==> config.mk <==
export PLATFORM = sky130hd
export DESIGN_NAME = dcpwm_top
export DESIGN_NICKNAME = d
export VERILOG_FILES = /design/src/dcpwm_pkg.sv /design/src/dcpwm_time_if.sv /design/src/dcpwm_timebase.sv /design/src/dcpwm_top.sv
export VERILOG_INCLUDE_DIRS = /design/src /design/src/src
export SDC_FILE = /design/constraint.sdc
export NUM_CORES = 1
export LEC_CHECK = 0
export ABC_AREA = 0
export BUFFER_PORTS_ARGS = -buffer_cell sky130_fd_sc_hd__buf_2
export CORE_MARGIN = 2
export CORE_UTILIZATION = 47
export DETAILED_ROUTE_END_ITERATION = 8
export PLACE_DENSITY = 0.76
export SYNTH_ARGS = -nofsm -noshare
export SYNTH_HDL_FRONTEND = slang
export SYNTH_HIERARCHICAL = 1
export SYNTH_SLANG_ARGS = --single-unit
==> constraint.sdc <==
create_clock -name MCLK -period 1.7 [get_ports MCLK]
set_clock_uncertainty 0.05 [all_clocks]
set_input_delay 0 -clock MCLK [delete_from_list [all_inputs] [get_ports MCLK]]
set_output_delay 0 -clock MCLK [all_outputs]
set_load 0.01 [all_outputs]
==> src/dcpwm_consts.svh <==
/*
  Offsets, field positions, reset values and timing counts of the
  dual channel modulator.
  Assumes a 200 MHz system clock and APB with one 32-bit word per register.
*/
// What this block does
// - Two outputs share one prescaler and counter
// - 8-bit prescaler divides by reload plus one
// - Shared counter runs 0 to 254, wraps
// - Output low when duty exceeds counter
// - Output high when duty at most counter
// - Period is clock over 2, prescale, 255
// - Duty 00 stays high, FF stays low
// - New duty value acts without waiting period
// - Prescaler read returns reload, not count
// - Both output pins serve only modulation
`ifndef DCPWM_CONSTS_SVH
`define DCPWM_CONSTS_SVH

// ----------------------------------------
// Register indices and byte addresses
// ----------------------------------------
`define DCPWM_IDX_DUTY_A 8'hFC
`define DCPWM_IDX_DUTY_B 8'hFD
`define DCPWM_IDX_PRESCALE 8'hFE
`define DCPWM_ADDR_W 12
`define DCPWM_ADDR_DUTY_A {2'h0, `DCPWM_IDX_DUTY_A, 2'h0}
`define DCPWM_ADDR_DUTY_B {2'h0, `DCPWM_IDX_DUTY_B, 2'h0}
`define DCPWM_ADDR_PRESCALE {2'h0, `DCPWM_IDX_PRESCALE, 2'h0}

// ----------------------------------------
// Fields and reset values
// ----------------------------------------
`define DCPWM_FIELD_LSB 0
`define DCPWM_FIELD_MSB 7
`define DCPWM_RST_DUTY 8'h00
`define DCPWM_RST_PRESCALE 8'h00

// ----------------------------------------
// Timing counts
// ----------------------------------------
`define DCPWM_CNT_LAST 8'hFE
`define DCPWM_PRE_STAGE 1'h1

`endif

==> src/dcpwm_pkg.sv <==
/*
  Types shared by the modulator files.
  Assumes the constants header supplies all numbers.
*/
package dcpwm_pkg;
  typedef logic [7:0] dcpwm_byte_t;
  typedef enum logic [1:0] {
    SEL_NONE,
    SEL_DUTY_A,
    SEL_DUTY_B,
    SEL_PRESCALE
  } dcpwm_sel_t;
endpackage

==> src/dcpwm_time_if.sv <==
/*
  Carrier between the register side and the shared time base.
  Assumes both ends run on the same clock.
*/
`timescale 1ns/1ps
interface dcpwm_time_if;
  dcpwm_pkg::dcpwm_byte_t reload;
  dcpwm_pkg::dcpwm_byte_t count;
  modport base (
    input reload,
    output count
  );
  modport user (
    output reload,
    input count
  );
endinterface

==> src/dcpwm_timebase.sv <==
/*
  Shared time base: divide by two, 8-bit prescaler, modulo 255 counter.
  Assumes a synchronous active high reset on the same clock.
*/
`timescale 1ns/1ps
`include "dcpwm_consts.svh"
module dcpwm_timebase (
  input wire logic clk,
  input wire logic rst,
  dcpwm_time_if.base tb
);
  logic half_reg;
  logic half_next;
  dcpwm_pkg::dcpwm_byte_t pre_reg;
  dcpwm_pkg::dcpwm_byte_t pre_next;
  dcpwm_pkg::dcpwm_byte_t cnt_reg;
  dcpwm_pkg::dcpwm_byte_t cnt_next;
  wire logic pre_expire;

  // ----------------------------------------
  // Dividers
  // ----------------------------------------
  // Fixed divide by two ahead of the prescaler
  assign half_next = ~half_reg;
  assign pre_expire = (half_reg == `DCPWM_PRE_STAGE) && (pre_reg == 8'h00);
  // Reload from register on each expiry, so a new reload acts next round
  assign pre_next = ~half_reg ? pre_reg :
                    pre_expire ? tb.reload : pre_reg - 8'h01;
  assign cnt_next = ~pre_expire ? cnt_reg :
                    (cnt_reg == `DCPWM_CNT_LAST) ? 8'h00 : cnt_reg + 8'h01;

  always_ff @(posedge clk) begin
    if (rst) begin
      half_reg <= 1'b0;
      pre_reg <= `DCPWM_RST_PRESCALE;
      cnt_reg <= 8'h00;
    end else begin
      half_reg <= half_next;
      pre_reg <= pre_next;
      cnt_reg <= cnt_next;
    end
  end

  assign tb.count = cnt_reg;
endmodule

==> src/dcpwm_top.sv <==
/*
  Dual channel pulse width modulator with APB register access.
  Assumes an APB master on MCLK and push-pull loads on the two outputs.
*/
`timescale 1ns/1ps
`include "dcpwm_consts.svh"
module dcpwm_top (
  input wire logic MCLK,
  input wire logic SRST,
  input wire logic PSEL,
  input wire logic PENABLE,
  input wire logic PWRITE,
  input wire logic [`DCPWM_ADDR_W-1:0] PADDR,
  input wire logic [31:0] PWDATA,
  input wire logic [3:0] PSTRB,
  output logic [31:0] PRDATA,
  output logic PREADY,
  output logic PSLVERR,
  output logic MOD_OUT_A_N,
  output logic MOD_OUT_B_N
);
  dcpwm_time_if tb_if ();

  dcpwm_pkg::dcpwm_byte_t duty_compare_a_reg;
  dcpwm_pkg::dcpwm_byte_t duty_compare_b_reg;
  dcpwm_pkg::dcpwm_byte_t prescale_reload_reg;
  logic out_a_reg;
  logic out_b_reg;
  logic ready_reg;
  logic err_reg;
  logic [31:0] rdata_reg;

  wire dcpwm_pkg::dcpwm_sel_t sel;
  wire logic setup;
  wire logic wr_commit;
  wire logic lane0;
  wire dcpwm_pkg::dcpwm_byte_t rd_byte;
  wire logic out_a_next;
  wire logic out_b_next;

  // ----------------------------------------
  // Address decode
  // ----------------------------------------
  function automatic dcpwm_pkg::dcpwm_sel_t decode(input logic [`DCPWM_ADDR_W-1:0] a);
    dcpwm_pkg::dcpwm_sel_t s;
    s = dcpwm_pkg::SEL_NONE;
    if (a == `DCPWM_ADDR_DUTY_A)
      s = dcpwm_pkg::SEL_DUTY_A;
    else if (a == `DCPWM_ADDR_DUTY_B)
      s = dcpwm_pkg::SEL_DUTY_B;
    else if (a == `DCPWM_ADDR_PRESCALE)
      s = dcpwm_pkg::SEL_PRESCALE;
    return s;
  endfunction

  assign sel = decode(PADDR);
  assign setup = PSEL && !PENABLE;
  // Ready comes from a flop, so every access has exactly one wait-free phase
  assign wr_commit = PSEL && PENABLE && ready_reg && PWRITE && !err_reg;
  assign lane0 = PSTRB[0];
  // Prescaler reads give the reload value only
  assign rd_byte = (sel == dcpwm_pkg::SEL_DUTY_A) ? duty_compare_a_reg :
                   (sel == dcpwm_pkg::SEL_DUTY_B) ? duty_compare_b_reg :
                   (sel == dcpwm_pkg::SEL_PRESCALE) ? prescale_reload_reg :
                   8'h00;

  // ----------------------------------------
  // APB slave
  // ----------------------------------------
  always_ff @(posedge MCLK) begin
    if (SRST) begin
      ready_reg <= 1'b0;
      err_reg <= 1'b0;
      rdata_reg <= 32'h00000000;
    end else begin
      ready_reg <= setup;
      err_reg <= setup && (sel == dcpwm_pkg::SEL_NONE);
      if (setup && !PWRITE)
        rdata_reg <= {24'h000000, rd_byte};
      else if (setup)
        rdata_reg <= 32'h00000000;
    end
  end

  always_ff @(posedge MCLK) begin
    if (SRST) begin
      duty_compare_a_reg <= `DCPWM_RST_DUTY;
      duty_compare_b_reg <= `DCPWM_RST_DUTY;
      prescale_reload_reg <= `DCPWM_RST_PRESCALE;
    end else if (wr_commit && lane0) begin
      case (sel)
        dcpwm_pkg::SEL_DUTY_A: duty_compare_a_reg <= PWDATA[`DCPWM_FIELD_MSB:`DCPWM_FIELD_LSB];
        dcpwm_pkg::SEL_DUTY_B: duty_compare_b_reg <= PWDATA[`DCPWM_FIELD_MSB:`DCPWM_FIELD_LSB];
        dcpwm_pkg::SEL_PRESCALE: begin
          prescale_reload_reg <= PWDATA[`DCPWM_FIELD_MSB:`DCPWM_FIELD_LSB];
        end
        default: begin
        end
      endcase
    end
  end

  // ----------------------------------------
  // Shared time base and compare
  // ----------------------------------------
  assign tb_if.reload = prescale_reload_reg;

  dcpwm_timebase u_timebase (
    .clk(MCLK),
    .rst(SRST),
    .tb(tb_if)
  );

  // Compare on live registers, no period shadow; FF never matches 254 max
  assign out_a_next = !(duty_compare_a_reg > tb_if.count);
  assign out_b_next = !(duty_compare_b_reg > tb_if.count);

  always_ff @(posedge MCLK) begin
    if (SRST) begin
      out_a_reg <= 1'b1;
      out_b_reg <= 1'b1;
    end else begin
      out_a_reg <= out_a_next;
      out_b_reg <= out_b_next;
    end
  end

  // ----------------------------------------
  // Outputs
  // ----------------------------------------
  // Dedicated pins, nothing else muxed in
  assign MOD_OUT_A_N = out_a_reg;
  assign MOD_OUT_B_N = out_b_reg;
  assign PRDATA = rdata_reg;
  assign PREADY = ready_reg;
  assign PSLVERR = err_reg;
endmodule

# --- Word level (Yosys, flattened, before mapping) ---
# Cells that the tools add are included.
word_totals:
  ff_bits: 53
  out_inout_bits: 36
  word_cells: 53
  in_bits: 53
classes:
  n_reduce_logical: 20
  bitwise_logic: 1
  mux: 10
  n_addsub: 2
  eq_ne: 7
  order_cmp: 2
ops:
  columns: ["cell", "count"]
  rows:
  - ["$mux W8", 7]
  - ["$eq A12 B10 Y1 const B", 3]
  - ["$gt A8 B8 Y1", 2]
  - ["$logic_and A1 B1 Y1", 9]
  - ["$add A8 B1 Y8 const B", 1]
  - ["$eq A8 B8 Y1 const B", 1]
  - ["$logic_not A8 Y1", 1]
  - ["$sub A8 B1 Y8 const B", 1]
  - ["$mux W2", 3]
  - ["$reduce_and A2 Y1", 3]
  - ["$logic_not A1 Y1", 5]
  - ["$eq A2 B2 Y1 const B", 2]
  - ["$eq A2 B1 Y1 const B", 1]
  - ["$logic_not A2 Y1", 1]
  - ["$reduce_bool A2 Y1", 1]
  - ["$not A1 Y1", 1]

# --- Depth between registers and ports, before layout ---
depth:
  depth_word: 9
  depth_mapped: 7
  depth_no_buf: 6

# --- Hierarchy ---
# Netlist, hierarchy kept.
by_module_without_submodules:
  columns: ["module", "cells_per_inst", "instances", "area_per_inst_um2", "seq_area_each_um2"]
  rows:
  - ["dcpwm_top", 233, 1, 2140.8, 720.7]
  - ["dcpwm_timebase", 105, 1, 904.6, 340.3]

# --- Least setup slack after synthesis ---
# OpenSTA, ideal clock, no wires.
synth_path:
  kind: "register to register"
  start: "register u_timebase.pre_reg[0]"
  end: "register u_timebase.cnt_reg[1] (netlist: u_timebase/tb.count[1])"
  t_arrival_ns: 1.659
  t_required_ns: 1.505
  path_stages_with_launch: 8
  setup_slack_ns: -0.153
  path_buffers: 1
  synth_period_minus_slack_ns: 1.853
  setup_ns: 0.145
  cell_sequence: "dfxtp_1 > inv_1 > ha_1 > nor4bb_1 > buf_2 > nand2_1 > o41ai_4 > a211oi_1"
synth_between:
  elab_chain_len: 2
synth_lines:
  columns: ["item", "line", "rtl"]
  rows:
  - ["from (decl)", "dcpwm_timebase.sv:14", "dcpwm_pkg::dcpwm_byte_t pre_reg;"]
  - ["from (signal assigned)", "dcpwm_timebase.sv:35", "pre_reg <= `DCPWM_RST_PRESCALE;"]
  - ["from (signal assigned)", "dcpwm_timebase.sv:39", "pre_reg <= pre_next;"]
  - ["$logic_not A8 Y1", "dcpwm_timebase.sv:25", "assign pre_expire = (half_reg == `DCPWM_PRE_STAGE) && (pre_reg == 8'h00);"]
  - ["$logic_and A1 B1 Y1", "dcpwm_timebase.sv:25", null]
  - ["to (signal assigned)", "dcpwm_timebase.sv:40", "cnt_reg <= cnt_next;"]
  - ["to (decl)", "dcpwm_timebase.sv:16", "dcpwm_pkg::dcpwm_byte_t cnt_reg;"]
# Every way passes these cells.
# A chain may end at the register's enable or synchronous reset.

# --- Worst setup path after layout ---
layout_path:
  start: "input port PADDR[0]"
  end: "register duty_compare_a_reg[1]"
layout_between:
  elab_chain_len: 6
  elab_cells_between_ends: 8
layout_lines:
  columns: ["item", "line", "rtl"]
  rows:
  - ["from (decl)", "dcpwm_top.sv:13", "input wire logic [`DCPWM_ADDR_W-1:0] PADDR,"]
  - ["$eq A12 B10 Y1 (no source line)", null, null]
  - ["$mux W2", "dcpwm_top.sv:51", "else if (a == `DCPWM_ADDR_PRESCALE)"]
  - ["$mux W2", "dcpwm_top.sv:49", "else if (a == `DCPWM_ADDR_DUTY_B)"]
  - ["$mux W2 (*)", "dcpwm_top.sv:47", "if (a == `DCPWM_ADDR_DUTY_A)"]
  - ["$eq A2 B1 Y1 (*)", "dcpwm_top.sv:91", "case (sel)"]
  - ["$reduce_and A2 Y1 (no source line) (*)", null, null]
  - ["to (signal assigned)", "dcpwm_top.sv:87", "duty_compare_a_reg <= `DCPWM_RST_DUTY;"]
  - ["to (signal assigned)", "dcpwm_top.sv:92", "dcpwm_pkg::SEL_DUTY_A: duty_compare_a_reg <= PWDATA[`DCPWM_FIELD_MSB:`DCPWM_FIELD_LSB];"]
  - ["to (decl)", "dcpwm_top.sv:24", "dcpwm_pkg::dcpwm_byte_t duty_compare_a_reg;"]
# Mark *: on every way between the ends. The rest lies on a longest branch, timed or not.

==> flow_metrics.py <==
metrics = {
    "clock_network": {
        "tritoncts": "done",
        "cts_sinks": 53,
        "clk_root_buffer_cell": "clkbuf_8",
        "clk-insertion-delay-late_ns": 0.32,
        "cts-htree-levels": 2,
        "cts.path.max_buffers": 2,
        "clkTransAtPathRegs_ns": 0.10,
        "cts_buffers": 5,
    },
    "global_route": {
        "grt_max_degree": 45,
        "grt_usage_pct": 20.0,
        "grt_pass1_vias": 2544,
        "grt_pass1_wl_um": 11600,
        "antenna_found_initial": 0,
        "grt_overflow_total": 0,
    },
    "yosys": {
        "synth_area_leaders": "dfxtp_1 (35%), mux2i_1 (8.5%), nand2b_1 (8.2%)",
        "synth_enable_flop_cells": 0,
        "async_flop_share_pct": 0,
        "synth_cell_types": 48,
        "ys_ff_latch": 53,
        "synth_area_sq_um": 3050,
        "syn-instance-count": 338,
        "ys_warn_count": 6,
        "synth.top_cell.area_share_pct": 34.8,
        "yosys_most_used_dff": "dfxtp_1",
        "yosysTopAreaCell": "dfxtp_1",
        "syn_avg_cell_area_sq_um": 9.01,
        "ys_seq_area_share_pct": 34.8,
    },
    "min_path": {
        "hp-class": "input port to flip-flop",
    },
    "place": {
        "port_buffers": 37,
        "dpl.hpwl_um": 5040,
        "gp_congestion": 0.816,
        "dp.cells": 462,
        "placed_cell_area_sq_um": 3340,
    },
    "timing": {
        "max_freq_mhz": 609,
        "setup_viol": 0,
        "period_minus_slack_ns": 1.64,
        "fin_crit_sh_pct": 96.6,
        "hold_violations": 0,
        "relSlewSlack_pct": 42.6,
        "finalMaxSlewViolations": 0,
        "tightest_slew_ns": 0.861,
    },
    "die": {
        "start_util_pct": 48.2,
        "die_x_um": 84.5,
        "core_region_area_sq_um": 6310,
        "chipHeight_um": 84.5,
        "rows": 29,
        "fp.dieArea_sq_um": 7140,
        "io-pin-count": 89,
    },
    "final_layout": {
        "fin_cells": 487,
        "final_cell_mix": "dfxtp_1 (50), nand2b_1 (40), buf_2 (37), mux2i_1 (25), buf_4 (25)",
        "nFillCells": 568,
        "n_antenna_cell": 0,
        "fin_area_sq_um": 3690,
        "area_growth_syn_to_layout_pct": 21.1,
        "drive_above_1_share_pct": 25.1,
        "nets": 481,
        "final_common_cell": "dfxtp_1",
    },
    "power": {
        "ir_worst_vdd_mv": 0.548,
        "power.density_nw_per_um2": 725,
        "p_int_mw": 1.90,
        "p_comb_share_pct": 21.9,
        "p_clk_share_pct": 28.5,
        "p_sw_mw": 0.774,
        "leakagePower_nw": 1.61,
        "power_switching_share_pct": 28.9,
        "p_seq_share_pct": 49.6,
    },
    "detailed_routing": {
        "vias": 2570,
        "routedWlPerCell_um": 14.6,
        "viasPerCell": 5.28,
        "finalWirelength_um": 7090,
        "ant_nets": 0,
        "drc": 0,
        "drt_iter0_markers": 162,
        "drtPass1Iterations": 4,
    },
    "worst_setup_path": {
        "required_ns": 1.89,
        "critical_path_class": "input port to flip-flop",
        "path_max_fanout": 3,
        "setup.worst_path.end_class": "flip-flop",
        "cp.arrival_ns": 1.83,
        "critPathLaunchType": "input port",
    },
    "job": {
        "maxCapViolations": 0,
    },
    "run_status": {
        "status": "finished clean",
    },
}
synth_stat cells (2+ instances only):
cell type and n:
o21a_1 4, nand4_1 6, clkbuf_1 6, a22oi_1 8
nor2b_1 2, o21ai_0 4, buf_4 25, nand2b_1 40
or2_2 2, a211oi_1 4, ha_1 19, inv_1 17
nand4bb_1 2, or3_1 2, nor3_1 3, a21oi_1 18
o22ai_1 2, mux2i_1 26, xnor2_1 5, nand3_1 4
buf_2 3, o31ai_1 8, nor2_2 2, o221ai_1 2
and4_1 2, nor2_1 24, dfxtp_1 53, nor4_2 3
or4b_1 2, nand2_1 22
logic make-up after synthesis:
kind of cell / synth area share, %
AND/OR/NAND/NOR: 24.9
AO/OA/AOI/OAI: 12.2
flip-flops: 34.8
buffers and inverters: 9.86
multiplexers: 8.55
adder cells (fa/ha/maj): 7.81
XOR/XNOR: 1.73
other: 0.123
worst max-delay path: stages:
cell           delay, ns
dlygate4sd3_1       0.53
buf_2               0.15
nor3_4              0.16
or4b_4              0.51
nor2b_4             0.16
buf_4               0.15
mux2i_1             0.17
area by class of cell:
cell class	instances	area (sq um)	share of cell area (%)
clock inverter	2	13.8	0.373
multi-input combinational	256	1840	49.9
clock buffer	6	82.6	2.24
inverter	17	63.8	1.73
tap	77	96.3	2.61
sequential	53	1060	28.9
timing repair buffer	76	524	14.2
layer usage:
| metal | vias up | track usage (%) | wire length, um |
|---|---|---|---|
| met3 | 10 | 4.03 | 321 |
| li1 | 1276 | - | - |
| met4 | 0 | 6.35 | 105 |
| met1 | 1215 | 24.8 | 3110 |
| met5 | - | 0 | 0 |
| met2 | 69 | 34.9 | 3560 |
worst paths after layout:
kind,from,cells past startpoint,to,slack (ns)
setup reg to reg,u_timebase/tb.count[1]$_SDFFE_PP0P_,6,MOD_OUT_B_N$_SDFF_PP1_,0.09
hold / removal,PADDR[8],4,PSLVERR$_SDFF_PP0_,0.09
hold reg to reg,PRDATA[3]$_SDFFE_PP0P_,2,PRDATA[3]$_SDFFE_PP0P_,0.41
setup / recovery,PADDR[0],7,duty_compare_a_reg[1]$_SDFFE_PP0P_,0.06
what timing repair did:
| item | CTS | global route |
|---|---|---|
| hold buffers | 12 | 0 |
| pin swaps | 0 | 1 |
| buffers inserted | 4 | 1 |
| resized for setup | 2 | 18 |
| setup endpoints to repair | 10 | 29 |
| endpoints found under the hold margin | 26 | 0 |
metrics by stage:
| step | hold slack [ns] | setup TNS [ns] | setup WS (ns) | total power, mW | util, % |
|---|---|---|---|---|---|
| floorplan | 0.123 | 0 | 0.0519 | 1.72 | - |
| global placement | 0.263 | 0 | 0.0262 | 1.84 | 53.0 |
| detailed placement | 0.265 | -0.0238 | -0.0132 | 1.85 | 53.0 |
| CTS | 0.0604 | 0 | 0.0130 | 2.64 | 57.2 |
| global route | 0.107 | -0.0294 | -0.0182 | 2.80 | 58.4 |
| finish | 0.0870 | 0 | 0.0584 | 2.67 | 58.4 |
power by group through the flow:
stage               sequential [mW]  combinational, mW  clock [mW]
floorplan                      1.35              0.367           0
global placement               1.34              0.491           0
detailed placement             1.35              0.499           0
CTS                            1.32              0.543       0.775
global route                   1.33              0.644       0.822
finish                         1.33              0.586       0.762
Power figures use the tool's default switching activity.
